### src/axis_params_pkg.sv
// package: register map, field layout and command codes for the axis
// speed/position parameter bank
// assumes: apb byte addressing, 32-bit data, one register per word
package axis_params_pkg;

	// ****************************************
	// register byte offsets (word index * 4)
	// ****************************************
	localparam logic [7:0] OFS_FEED_PRE       = 8'h00;
	localparam logic [7:0] OFS_START_PRE      = 8'h04;
	localparam logic [7:0] OFS_TOP_PRE        = 8'h08;
	localparam logic [7:0] OFS_ACCEL_PRE      = 8'h0C;
	localparam logic [7:0] OFS_DECEL_PRE      = 8'h10;
	localparam logic [7:0] OFS_MULT_PRE       = 8'h14;
	localparam logic [7:0] OFS_SLOW_PRE       = 8'h18;
	localparam logic [7:0] OFS_INTERP_PRE     = 8'h20;
	localparam logic [7:0] OFS_ASCURVE_PRE    = 8'h24;
	localparam logic [7:0] OFS_DSCURVE_PRE    = 8'h28;
	localparam logic [7:0] OFS_FEED           = 8'h40;
	localparam logic [7:0] OFS_START          = 8'h44;
	localparam logic [7:0] OFS_TOP            = 8'h48;
	localparam logic [7:0] OFS_ACCEL          = 8'h4C;
	localparam logic [7:0] OFS_DECEL          = 8'h50;
	localparam logic [7:0] OFS_MULT           = 8'h54;
	localparam logic [7:0] OFS_SLOW           = 8'h58;
	localparam logic [7:0] OFS_INTERP         = 8'h60;
	localparam logic [7:0] OFS_ASCURVE        = 8'h64;
	localparam logic [7:0] OFS_DSCURVE        = 8'h68;
	localparam logic [7:0] OFS_REMAIN         = 8'h80;
	localparam logic [7:0] OFS_SPEED_RB       = 8'h84;
	localparam logic [7:0] OFS_SLOW_RB        = 8'h88;
	localparam logic [7:0] OFS_CONTROL        = 8'h90;
	localparam logic [7:0] OFS_COMMAND        = 8'h94;
	localparam logic [7:0] OFS_STATUS         = 8'h98;

	// ****************************************
	// host command codes on the command word
	// ****************************************
	localparam logic [7:0] CMD_START_PRE_WR   = 8'h81;
	localparam logic [7:0] CMD_START_PRE_RD   = 8'hC1;
	localparam logic [7:0] CMD_START_WR       = 8'h91;
	localparam logic [7:0] CMD_START_RD       = 8'hD1;
	localparam logic [7:0] CMD_ID_MONITOR     = 8'h03;
	localparam logic [7:0] CMD_GO             = 8'h40;
	localparam logic [7:0] CMD_HALT           = 8'h49;

	// ****************************************
	// operation modes and field widths
	// ****************************************
	localparam logic [6:0] MODE_INC_POS       = 7'h41;
	localparam logic [6:0] MODE_LIN_CONT      = 7'h62;
	localparam logic [6:0] MODE_LIN_INC       = 7'h63;
	localparam int SPEED_W    = 14;
	localparam int RATE_W     = 16;
	localparam int MULT_W     = 12;
	localparam int SLOW_W     = 24;
	localparam int SCURVE_W   = 13;
	localparam int ZCNT_W     = 4;
	localparam int CTL_MODE_LSB  = 0;
	localparam int CTL_SLOWSEL   = 8;
	localparam int CTL_ZSET_LSB  = 12;
	localparam logic [31:0] RESET_VAL = 32'h0000_0000;

	// one transfer slot of the two-stage parameter queue
	typedef struct packed {
		logic [31:0]         feed;
		logic [SPEED_W-1:0]  start;
		logic [SPEED_W-1:0]  top;
		logic [RATE_W-1:0]   accel;
		logic [RATE_W-1:0]   decel;
		logic [MULT_W-1:0]   mult;
		logic [SLOW_W-1:0]   slow;
		logic [31:0]         interp;
		logic [SCURVE_W-1:0] ascurve;
		logic [SCURVE_W-1:0] dscurve;
	} param_set_t;

endpackage

### src/axis_speed_position_params.sv
// file holds the apb register bank for one axis
// assumes: the motion core is same-clock logic driving the state inputs
`timescale 1ns/1ps
module axis_speed_position_params
#(
	parameter logic [15:0] ID_CODE = 16'h5A5A // arbitrary identity value
)
(
	input  wire logic        pclk,
	input  wire logic        presetn,
	input  wire logic        psel,
	input  wire logic        penable,
	input  wire logic        pwrite,
	input  wire logic [7:0]  paddr,
	input  wire logic [31:0] pwdata,
	output logic      [31:0] prdata,
	output logic             pready,
	output logic             pslverr,
	input  wire logic        moving,
	input  wire logic        pulser_mode,
	input  wire logic        move_done,
	input  wire logic        out_pulse,
	input  wire logic [13:0] present_speed,
	input  wire logic [3:0]  zphase_count,
	input  wire logic [23:0] auto_point,
	output logic             start_pulse,
	output logic             halt_pulse,
	output logic             queue_full,
	output logic [6:0]       operation_mode_field,
	output logic             slowdown_method_sel,
	output axis_params_pkg::param_set_t active_q,
	output logic [15:0]      eff_decel_rate,
	output logic [12:0]      eff_ascurve,
	output logic [12:0]      eff_dscurve,
	output logic [25:0]      pulse_rate,
	output logic [31:0]      interp_feed_used,
	output logic             feed_override
);

	// ****************************************
	// storage
	// ****************************************
	axis_params_pkg::param_set_t pre_q;
	logic                        pend_q;
	logic                        id_armed_q;
	logic [3:0]                  zphase_count_setting;
	logic [31:0]                 ctl_q;
	logic [31:0]                 remaining_pulses;
	logic [31:0]                 slow_rb;
	logic [31:0]                 slow_view;
	logic [31:0]                 rd_d;
	logic                        wr_en;
	logic                        rd_en;
	logic                        known;
	logic                        cmd_wr;
	logic [7:0]                  cmd;
	logic [13:0]                 half_span;

	assign wr_en = psel && penable && pwrite && !pready;
	assign rd_en = psel && penable && !pwrite && !pready;
	assign cmd_wr = wr_en && paddr == axis_params_pkg::OFS_COMMAND;
	assign cmd = pwdata[7:0];
	assign operation_mode_field = ctl_q[6:0];
	assign slowdown_method_sel = ctl_q[axis_params_pkg::CTL_SLOWSEL];
	assign zphase_count_setting = ctl_q[axis_params_pkg::CTL_ZSET_LSB +: 4];
	assign half_span = 14'((active_q.top - active_q.start) >> 1);

	// ****************************************
	// apb handshake: one wait state, answer on second access edge
	// ****************************************
	always_ff @(posedge pclk or negedge presetn)
	begin
		if (!presetn)
		begin
			pready  <= 1'b0;
			pslverr <= 1'b0;
			prdata  <= axis_params_pkg::RESET_VAL;
		end
		else
		begin
			pready  <= psel && penable && !pready;
			pslverr <= psel && penable && !pready && !known;
			if (rd_en)
				prdata <= known ? rd_d : axis_params_pkg::RESET_VAL;
		end
	end

	// ****************************************
	// control word and start/halt commands
	// ****************************************
	always_ff @(posedge pclk or negedge presetn)
	begin
		if (!presetn)
			ctl_q <= axis_params_pkg::RESET_VAL;
		else if (wr_en && paddr == axis_params_pkg::OFS_CONTROL)
			ctl_q <= pwdata & 32'h0000_F17F;
	end

	always_ff @(posedge pclk or negedge presetn)
	begin
		if (!presetn)
		begin
			start_pulse <= 1'b0;
			halt_pulse  <= 1'b0;
		end
		else
		begin
			start_pulse <= cmd_wr && cmd == axis_params_pkg::CMD_GO;
			halt_pulse  <= cmd_wr && cmd == axis_params_pkg::CMD_HALT;
		end
	end

	// id shows on the first mult read after the monitor command
	always_ff @(posedge pclk or negedge presetn)
	begin
		if (!presetn)
			id_armed_q <= 1'b0;
		else if (cmd_wr && cmd == axis_params_pkg::CMD_ID_MONITOR)
			id_armed_q <= 1'b1;
		else if (rd_en && paddr == axis_params_pkg::OFS_MULT)
			id_armed_q <= 1'b0;
	end

	// ****************************************
	// pre-registers: written by offset or by the start-speed pre-write command code
	// ****************************************
	always_ff @(posedge pclk or negedge presetn)
	begin
		if (!presetn)
			pre_q <= '0;
		else if (wr_en && !(pend_q && moving))
		begin
			// queue locked once a pending set is latched during motion
			unique case (paddr)
				axis_params_pkg::OFS_FEED_PRE:    pre_q.feed    <= pwdata;
				axis_params_pkg::OFS_START_PRE:   pre_q.start   <= pwdata[13:0];
				axis_params_pkg::OFS_TOP_PRE:     pre_q.top     <= pwdata[13:0];
				axis_params_pkg::OFS_ACCEL_PRE:   pre_q.accel   <= pwdata[15:0];
				axis_params_pkg::OFS_DECEL_PRE:   pre_q.decel   <= pwdata[15:0];
				axis_params_pkg::OFS_MULT_PRE:    pre_q.mult    <= pwdata[11:0];
				axis_params_pkg::OFS_SLOW_PRE:    pre_q.slow    <= pwdata[23:0];
				axis_params_pkg::OFS_INTERP_PRE:  pre_q.interp  <= pwdata;
				axis_params_pkg::OFS_ASCURVE_PRE: pre_q.ascurve <= pwdata[12:0];
				axis_params_pkg::OFS_DSCURVE_PRE: pre_q.dscurve <= pwdata[12:0];
				axis_params_pkg::OFS_COMMAND:
					if (cmd == axis_params_pkg::CMD_START_PRE_WR)
						pre_q.start <= pwdata[21:8];
				default: ;
			endcase
		end
	end

	// start during motion latches the pre set as pending
	always_ff @(posedge pclk or negedge presetn)
	begin
		if (!presetn)
			pend_q <= 1'b0;
		else if (halt_pulse)
			pend_q <= 1'b0;
		else if (start_pulse && moving)
			pend_q <= 1'b1;
		else if (move_done)
			pend_q <= 1'b0;
	end
	assign queue_full = pend_q;

	// ****************************************
	// working registers
	// ****************************************
	always_ff @(posedge pclk or negedge presetn)
	begin
		if (!presetn)
			active_q <= '0;
		else if (move_done && pend_q)
			active_q <= pre_q;
		else if (wr_en)
		begin
			// stopped pre writes fall through at once
			unique case (paddr)
				axis_params_pkg::OFS_FEED, axis_params_pkg::OFS_FEED_PRE:
					if (paddr == axis_params_pkg::OFS_FEED || !moving)
						active_q.feed <= pwdata;
				axis_params_pkg::OFS_START, axis_params_pkg::OFS_START_PRE:
					if (paddr == axis_params_pkg::OFS_START || !moving)
						active_q.start <= pwdata[13:0];
				axis_params_pkg::OFS_TOP, axis_params_pkg::OFS_TOP_PRE:
					if (paddr == axis_params_pkg::OFS_TOP || !moving)
						active_q.top <= pwdata[13:0];
				axis_params_pkg::OFS_ACCEL, axis_params_pkg::OFS_ACCEL_PRE:
					if (paddr == axis_params_pkg::OFS_ACCEL || !moving)
						active_q.accel <= pwdata[15:0];
				axis_params_pkg::OFS_DECEL, axis_params_pkg::OFS_DECEL_PRE:
					if (paddr == axis_params_pkg::OFS_DECEL || !moving)
						active_q.decel <= pwdata[15:0];
				axis_params_pkg::OFS_MULT, axis_params_pkg::OFS_MULT_PRE:
					if (paddr == axis_params_pkg::OFS_MULT || !moving)
						active_q.mult <= pwdata[11:0];
				axis_params_pkg::OFS_SLOW, axis_params_pkg::OFS_SLOW_PRE:
					if (paddr == axis_params_pkg::OFS_SLOW || !moving)
						active_q.slow <= pwdata[23:0];
				axis_params_pkg::OFS_INTERP, axis_params_pkg::OFS_INTERP_PRE:
					if (paddr == axis_params_pkg::OFS_INTERP || !moving)
						active_q.interp <= pwdata;
				axis_params_pkg::OFS_ASCURVE, axis_params_pkg::OFS_ASCURVE_PRE:
					if (paddr == axis_params_pkg::OFS_ASCURVE || !moving)
						active_q.ascurve <= pwdata[12:0];
				axis_params_pkg::OFS_DSCURVE, axis_params_pkg::OFS_DSCURVE_PRE:
					if (paddr == axis_params_pkg::OFS_DSCURVE || !moving)
						active_q.dscurve <= pwdata[12:0];
				axis_params_pkg::OFS_COMMAND:
					if (cmd == axis_params_pkg::CMD_START_WR ||
					    (cmd == axis_params_pkg::CMD_START_PRE_WR && !moving))
						active_q.start <= pwdata[21:8];
				default: ;
			endcase
		end
	end

	// ****************************************
	// derived values for the motion core
	// ****************************************
	always_ff @(posedge pclk or negedge presetn)
	begin
		if (!presetn)
		begin
			eff_decel_rate   <= '0;
			eff_ascurve      <= '0;
			eff_dscurve      <= '0;
			pulse_rate       <= '0;
			interp_feed_used <= '0;
			feed_override    <= 1'b0;
		end
		else
		begin
			eff_decel_rate <= (active_q.decel == '0) ? active_q.accel
			                                         : active_q.decel;
			eff_ascurve <= (active_q.ascurve == '0) ? 13'(half_span)
			                                        : active_q.ascurve;
			eff_dscurve <= (active_q.dscurve == '0) ? 13'(half_span)
			                                        : active_q.dscurve;
			// product of 14-bit step and 12-bit multiplier fits 26 bits
			pulse_rate <= present_speed * active_q.mult;
			interp_feed_used <= (operation_mode_field == axis_params_pkg::MODE_LIN_CONT ||
			                     operation_mode_field == axis_params_pkg::MODE_LIN_INC)
			                    ? active_q.interp : '0;
			feed_override <= wr_en && moving && paddr == axis_params_pkg::OFS_FEED &&
			                 operation_mode_field == axis_params_pkg::MODE_INC_POS;
		end
	end

	// ****************************************
	// helpers
	// ****************************************
	axis_remaining_counter #(
		.WIDTH (32)
	) u_remain (
		.pclk       (pclk),
		.presetn    (presetn),
		.clear      (wr_en && (paddr == axis_params_pkg::OFS_FEED ||
		             paddr == axis_params_pkg::OFS_FEED_PRE)),
		.load       (start_pulse && !moving),
		.load_value (active_q.feed),
		.pulse      (out_pulse),
		.count      (remaining_pulses)
	);

	axis_slowdown_calc u_slow (
		.pclk         (pclk),
		.presetn      (presetn),
		.manual       (slowdown_method_sel),
		.setting      (active_q.slow),
		.auto_point   (auto_point),
		.readback     (slow_rb),
		.setting_view (slow_view)
	);

	// ****************************************
	// read mux
	// ****************************************
	always_comb
	begin
		known = 1'b1;
		rd_d  = axis_params_pkg::RESET_VAL;
		unique case (paddr)
			axis_params_pkg::OFS_FEED_PRE:    rd_d = pre_q.feed;
			axis_params_pkg::OFS_START_PRE:   rd_d = 32'(pre_q.start);
			axis_params_pkg::OFS_TOP_PRE:     rd_d = 32'(pre_q.top);
			axis_params_pkg::OFS_ACCEL_PRE:   rd_d = 32'(pre_q.accel);
			axis_params_pkg::OFS_DECEL_PRE:   rd_d = 32'(pre_q.decel);
			axis_params_pkg::OFS_MULT_PRE:    rd_d = 32'(pre_q.mult);
			axis_params_pkg::OFS_SLOW_PRE:
				rd_d = slowdown_method_sel ? {8'h00, pre_q.slow}
				                           : {{8{pre_q.slow[23]}}, pre_q.slow};
			axis_params_pkg::OFS_INTERP_PRE:  rd_d = pre_q.interp;
			axis_params_pkg::OFS_ASCURVE_PRE: rd_d = 32'(pre_q.ascurve);
			axis_params_pkg::OFS_DSCURVE_PRE: rd_d = 32'(pre_q.dscurve);
			axis_params_pkg::OFS_FEED:        rd_d = active_q.feed;
			axis_params_pkg::OFS_START:       rd_d = 32'(active_q.start);
			axis_params_pkg::OFS_TOP:         rd_d = 32'(active_q.top);
			axis_params_pkg::OFS_ACCEL:       rd_d = 32'(active_q.accel);
			axis_params_pkg::OFS_DECEL:       rd_d = 32'(active_q.decel);
			axis_params_pkg::OFS_MULT:
				rd_d = {id_armed_q ? ID_CODE : 16'h0000, 4'h0, active_q.mult};
			axis_params_pkg::OFS_SLOW:        rd_d = slow_view;
			axis_params_pkg::OFS_INTERP:      rd_d = active_q.interp;
			axis_params_pkg::OFS_ASCURVE:     rd_d = 32'(active_q.ascurve);
			axis_params_pkg::OFS_DSCURVE:     rd_d = 32'(active_q.dscurve);
			axis_params_pkg::OFS_REMAIN:      rd_d = remaining_pulses;
			axis_params_pkg::OFS_SPEED_RB:
				rd_d = {12'h000,
				        moving ? zphase_count : zphase_count_setting, 2'b00,
				        !moving ? 14'h0000 :
				        pulser_mode ? active_q.top : present_speed};
			axis_params_pkg::OFS_SLOW_RB:     rd_d = slow_rb;
			axis_params_pkg::OFS_CONTROL:     rd_d = ctl_q;
			axis_params_pkg::OFS_COMMAND:
				rd_d = (cmd == axis_params_pkg::CMD_START_PRE_RD) ? 32'(pre_q.start) :
				       32'(active_q.start);
			axis_params_pkg::OFS_STATUS:      rd_d = {30'h0, moving, pend_q};
			default:                          known = 1'b0;
		endcase
	end

	// ****************************************
	// checks
	// ****************************************
	a_decel_fallback: assert property (@(posedge pclk) disable iff (!presetn)
		active_q.decel == '0 && $stable(active_q) |=> eff_decel_rate == $past(active_q.accel))
		else $error("zero decel rate did not fall back");

	a_top_override: assert property (@(posedge pclk) disable iff (!presetn)
		wr_en && moving && paddr == axis_params_pkg::OFS_TOP && !(move_done && pend_q)
		|=> active_q.top == $past(pwdata[13:0]))
		else $error("top speed override not applied");

	a_pre_through: assert property (@(posedge pclk) disable iff (!presetn)
		wr_en && !moving && !pend_q && paddr == axis_params_pkg::OFS_ACCEL_PRE
		|=> active_q.accel == $past(pwdata[15:0]))
		else $error("stopped pre write not copied");

	a_pre_queued: assert property (@(posedge pclk) disable iff (!presetn)
		wr_en && moving && !move_done && paddr == axis_params_pkg::OFS_ACCEL_PRE
		|=> $stable(active_q.accel))
		else $error("moving pre write reached working register");

	a_feed_clears: assert property (@(posedge pclk) disable iff (!presetn)
		wr_en && paddr == axis_params_pkg::OFS_FEED |=> remaining_pulses == 32'h0000_0000)
		else $error("feed write did not clear remaining count");

	a_id_oneshot: assert property (@(posedge pclk) disable iff (!presetn)
		rd_en && paddr == axis_params_pkg::OFS_MULT |=> !id_armed_q [*2])
		else $error("id stayed armed after read");

	a_speed_stopped: assert property (@(posedge pclk) disable iff (!presetn)
		rd_en && !moving && paddr == axis_params_pkg::OFS_SPEED_RB
		|=> prdata[13:0] == 14'h0000 && prdata[31:20] == 12'h000)
		else $error("speed readback not zero when stopped");

	a_interp_gate: assert property (@(posedge pclk) disable iff (!presetn)
		operation_mode_field == axis_params_pkg::MODE_INC_POS |=> interp_feed_used == '0)
		else $error("interp feed used outside interpolation");

	a_apb_answer: assert property (@(posedge pclk) disable iff (!presetn)
		psel && penable && !pready |=> pready ##1 !pready)
		else $error("apb answer not one wait state");

endmodule

### src/axis_remaining_counter.sv
// remaining pulse counter: load on start while stopped, count down per output pulse
// assumes: pulse strobes are one-cycle, same clock
`timescale 1ns/1ps
module axis_remaining_counter
#(
	parameter int WIDTH = 32
)
(
	input  wire logic             pclk,
	input  wire logic             presetn,
	input  wire logic             clear,
	input  wire logic             load,
	input  wire logic [WIDTH-1:0] load_value,
	input  wire logic             pulse,
	output logic      [WIDTH-1:0] count
);

	// load beats pulse; clear from a feed write beats both
	always_ff @(posedge pclk or negedge presetn)
	begin
		if (!presetn)
			count <= '0;
		else if (clear)
			count <= '0;
		else if (load)
			count <= load_value;
		else if (pulse && count != '0)
			count <= count - WIDTH'(1);
	end

	a_count_down: assert property (@(posedge pclk) disable iff (!presetn)
		(!clear && !load && pulse && count != '0) |=> count == $past(count) - 1)
		else $error("remaining count did not step down");

endmodule

### src/axis_slowdown_calc.sv
// slow-down readback: auto point plus signed offset, or manual value
// assumes: auto point is supplied by the ramp logic, same clock
`timescale 1ns/1ps
module axis_slowdown_calc
(
	input  wire logic        pclk,
	input  wire logic        presetn,
	input  wire logic        manual,
	input  wire logic [23:0] setting,
	input  wire logic [23:0] auto_point,
	output logic      [31:0] readback,
	output logic      [31:0] setting_view
);

	logic [23:0] sum;

	// offset is two's complement; wrap is kept in 24 bits
	assign sum = auto_point + setting;

	// auto mode shows sign-extended sum, manual the stored count
	always_ff @(posedge pclk or negedge presetn)
	begin
		if (!presetn)
			readback <= '0;
		else if (manual)
			readback <= {8'h00, setting};
		else
			readback <= {{8{sum[23]}}, sum};
	end

	// upper byte follows bit 23 in auto mode, zero in manual
	always_comb
	begin
		if (manual)
			setting_view = {8'h00, setting};
		else
			setting_view = {{8{setting[23]}}, setting};
	end

	a_manual_view: assert property (@(posedge pclk) disable iff (!presetn)
		manual && $stable(setting) && $stable(manual)
		|=> readback == {8'h00, $past(setting)})
		else $error("manual slow-down readback mismatch");

endmodule

### config.mk
export PLATFORM = sky130hd
export DESIGN_NAME = axis_speed_position_params
export DESIGN_NICKNAME = d
export VERILOG_FILES = /design/src/axis_params_pkg.sv /design/src/axis_speed_position_params.sv /design/src/axis_remaining_counter.sv /design/src/axis_slowdown_calc.sv
export SDC_FILE = /design/constraint.sdc
export NUM_CORES = 2
export LEC_CHECK = 0
export ABC_CLOCK_PERIOD_IN_PS = 9800
export BUFFER_PORTS_ARGS = -buffer_cell sky130_fd_sc_hd__buf_2
export CORE_MARGIN = 5
export CORE_UTILIZATION = 64
export CTS_CLUSTER_DIAMETER = 60
export CTS_CLUSTER_SIZE = 12
export DETAILED_ROUTE_END_ITERATION = 12
export GPL_ROUTABILITY_DRIVEN = 1
export PLACE_DENSITY_LB_ADDON = 0.12
export SETUP_SLACK_MARGIN = 0.2
export SYNTH_ARGS = -nofsm -noshare
export SYNTH_HDL_FRONTEND = slang
export SYNTH_SLANG_ARGS = --single-unit
### constraint.sdc
create_clock -name pclk -period 9.8 [get_ports pclk]
set_input_delay 1.96 -clock pclk [delete_from_list [all_inputs] [get_ports pclk]]
set_output_delay 1.96 -clock pclk [all_outputs]
set_load 0.1 [all_outputs]
==> impl_results.md <==
- Status: complete, but fails checks
- Failing checks: max-slew violations
- Input/output buffers: between 400 and 500
- Worst EP required: 10350 ps
- Cell Rows: between 80 and 90
- Hold WC Path Type: register to register
- CP startpoint kind: input pin
- Avg Inst Size Synth: a little under 10 sq um
- Leading area contributor after synthesis: dfrtp_1
- Layout Nets: 4002
- CTS Hold Bufs: 0
- Die ar.: 56410 sq um
- Setup TNS: 0 ps
- # resized after CTS: 0
- CP Class: input pin to register
- Hold wc startpoint: halt_pulse
- TritonCTS clock tree: built
- Flops & latches, synth: 580
- Reg clk slew, reported paths: 70 ps
- DRC viols: 0
- CTS Root Cell: clkbuf_16
- Min-Delay Path Depth: 1
- Max Slew Vio Count: 2
- Post-Route WL: roughly 150000 um
- Area added between synthesis and finish: 13.36%
- I/O pin count: about 420
- Post-Syn Area: around 33000 sq um
- Post-DP HPWL: roughly 100000 um
- CTS Buf Count: between 50 and 60
- Final setup violation count: 0
- Pwr Density: ~160 nW/um^2
- Worst slew pin tran: 1620 ps
- Iteration-0 DRC Markers: 5114
- R2r worst-path depth: 20
- Worst hold endpoint: queue_full
- Worst-Skew Late Latency: just under 700 ps
- Lkg Pwr: between 0.015 and 0.02 uW
- Tcrit/Tclk final: 0.6797
- Largest net degree at the start of global routing: roughly 160
- Die W: roughly 240 um
- Post-DR wirelength/cell: 33.04 um
- Post-Syn Instances: approximately 3400
- R2r setup slk: 3750 ps
- Crit-path max FO: 13
- Minimum clock period: 6661 ps
- Main area contributors after synthesis: dfrtp_1 44%, fa_1 7.4%, mux2_2 5.9%
- Relative slew slack: -0.08030
- Core area: about 51000 sq um
- Yosys cell types: 87
- Post-detailed-route count of antenna-violating nets: 0
- Initial antenna violation count: 17
- Max Cap Viol: 0
- RSZ-0062 raised after global routing: false
- Post-layout util: 0.7320
- Async SR Flop Fraction: 1.000
- First-pass GRT wire length: around 210000 um
- CP Capture Type: register
- Ratio of cells with drive above 1 in the final layout: 0.2134
- Gr usage total: 0.5033
- # clock sinks: 580
- Worst VDD drop: roughly 0.00021 V
- Worst path arrival time: 7210 ps
- Initial Utilization: 0.6457
- Post-CTS setup buffer count: 0
- Post-synthesis net count: between 3000 and 4000
- Vias in the first global route: 31330
- Overflow after GRT: 0
- H-tree levels: 2
- Register area share after synthesis: 0.4381
- Post-synth EDFFs: 0
- Post-synth top area share: 0.4381
- Capturing point of the worst reg2reg path: pulse_rate[24]
- GP Congestion: 1.099
- DR pass1 iterations: 12
- Worst R2R Start: active_q[85]
- CTS Buffer Depth: 3
- Vias/cell: ~7.2
- DR vias: 31670
- Setup Skew: a little under 50 ps
- Yosys Warn Count: 0
- F_max: between 0.15 and 0.2 GHz
- Final Hold Vio Count: 0
- Die H: approximately 240 um
- Post-synth top flop: dfrtp_1
[synth_stat cells (8+ instances only)]
cell type,number
or3_1,12
nor4_1,28
o22ai_1,10
a222oi_1,29
dfrtp_1,580
a2111oi_0,10
o21bai_1,9
o211ai_1,8
o2111ai_1,10
xor2_1,24
mux2_2,174
a21o_1,62
nand2b_1,10
nor2_1,172
nand3_1,28
inv_1,180
o21a_1,11
a21oi_1,319
nor3_1,40
clkbuf_1,170
nand4_1,19
and2_1,126
fa_1,122
buf_2,27
ha_1,100
o21ai_0,254
nand2_1,396
buf_1,18
a31oi_1,20
xnor2_1,45
a211oi_1,17
a22o_1,23
a22oi_1,96
a221oi_1,42
nor2b_1,15
mux2i_1,40
[worst max-delay path, stage by stage]
cell,delay [ps]
buf_2,250
nand2_1,130
fa_1,590
inv_1,60
fa_1,510
inv_1,60
fa_1,550
inv_1,60
fa_1,470
inv_1,50
fa_1,470
inv_1,40
ha_1,200
a21oi_1,160
nor2b_1,110
or4_1,460
o21ai_0,190
nand2_1,110
a2111o_1,410
a31oi_1,230
xnor2_1,160
[kinds of logic (layout without fill, tap and decap cells)]
group,after synthesis,after routing,share of synthesized area
other cells,0,13,0
simple gates,900,900,0.1294
fa+ha+maj,222,222,0.1115
xor+xnor,69,69,0.01824
buf+inv,405,747,0.04815
mux,218,218,0.07259
compound gates,966,966,0.1820
flops,580,580,0.4381
[placed cells by master, fill, tap and decap left out, types with 13 or more instances in the layout]
| master | instances |
|---|---|
| xor2_1 | 24 |
| nor3_1 | 39 |
| ha_1 | 100 |
| a211oi_1 | 17 |
| nand3_1 | 28 |
| and2_1 | 125 |
| o21ai_0 | 254 |
| buf_4 | 69 |
| a222oi_1 | 29 |
| clkbuf_16 | 59 |
| buf_2 | 421 |
| diode_2 | 13 |
| a21o_1 | 62 |
| nor4_1 | 26 |
| a31oi_1 | 18 |
| mux2_2 | 174 |
| fa_1 | 122 |
| a22oi_1 | 96 |
| a21oi_1 | 317 |
| nand4_1 | 19 |
| inv_1 | 180 |
| a221oi_1 | 42 |
| nand2_1 | 395 |
| nor2_1 | 160 |
| mux2i_1 | 40 |
| xnor2_1 | 45 |
| dfrtp_1 | 580 |
| nor2b_1 | 15 |
| a22o_1 | 23 |
[per-layer routing]
layer  wire length, um  GRT usage  vias up
li1                  -          -    12490
met1             46500     0.5892    15240
met2             61650     0.7428     2984
met3             21520     0.1997      946
met4             15410     0.3904       12
met5               136   0.007576        -
[flip-flops by register name, indices dropped and copies added, names as in the netlist]
signal	flops
prdata	32
pulse_rate	26
id_armed_q	1
interp_feed_used	32
pslverr	1
ctl_q	12
queue_full	1
active_q	186
feed_override	1
start_pulse	1
u_remain.count	32
pready	1
pre_q	186
halt_pulse	1
eff_ascurve	13
eff_decel_rate	16
eff_dscurve	13
u_slow.readback	25
[worst max-delay path by stage]
stage,startpoint,end,slack [ps],cells after the start
after floorplan,present_speed[7],pulse_rate[24],2950,21
after global placement,present_speed[7],pulse_rate[24],2710,21
after detailed placement,present_speed[7],pulse_rate[24],2560,21
after CTS,present_speed[7],pulse_rate[24],3180,21
after global routing,present_speed[7],pulse_rate[24],2940,21
final,present_speed[7],pulse_rate[24],3140,21
[where the power goes]
group | switching, uW | total (uW) | leakage (uW) | internal, uW
registers | 208 | 2730 | 0.00785 | 2520
logic | 841 | 1100 | 0.0105 | 257
clock network | 982 | 2110 | 0.000816 | 1130
total | 2030 | 5940 | 0.0191 | 3900
[per-stage QoR]
step | area [sq um] | hold WS (ps) | worst slack [ps] | instances | total power (uW)
floorplan | 33130 | 436.9 | 2948 | 3360 | 3448
global placement | 35860 | 441.3 | 2712 | 4309 | 3777
detailed placement | 35860 | 453.6 | 2564 | 4309 | 3815
CTS | 37520 | 469.9 | 3175 | 4382 | 5867
global route | 37520 | 482.1 | 2945 | 4383 | 6054
finish | 37550 | 490.3 | 3139 | 4395 | 5935
[layout make-up]
type	instances	area, sq um
timing repair buffer	493	2680
fill	3590	13750
multi-input combinational	2375	17140
clock buffer	64	1525
antenna	13	32.53
sequential	580	14510
inverter	181	679.4
clock inverter	9	133.9
tap	680	850.8
Note: power is estimated with default switching activity, not from simulation.
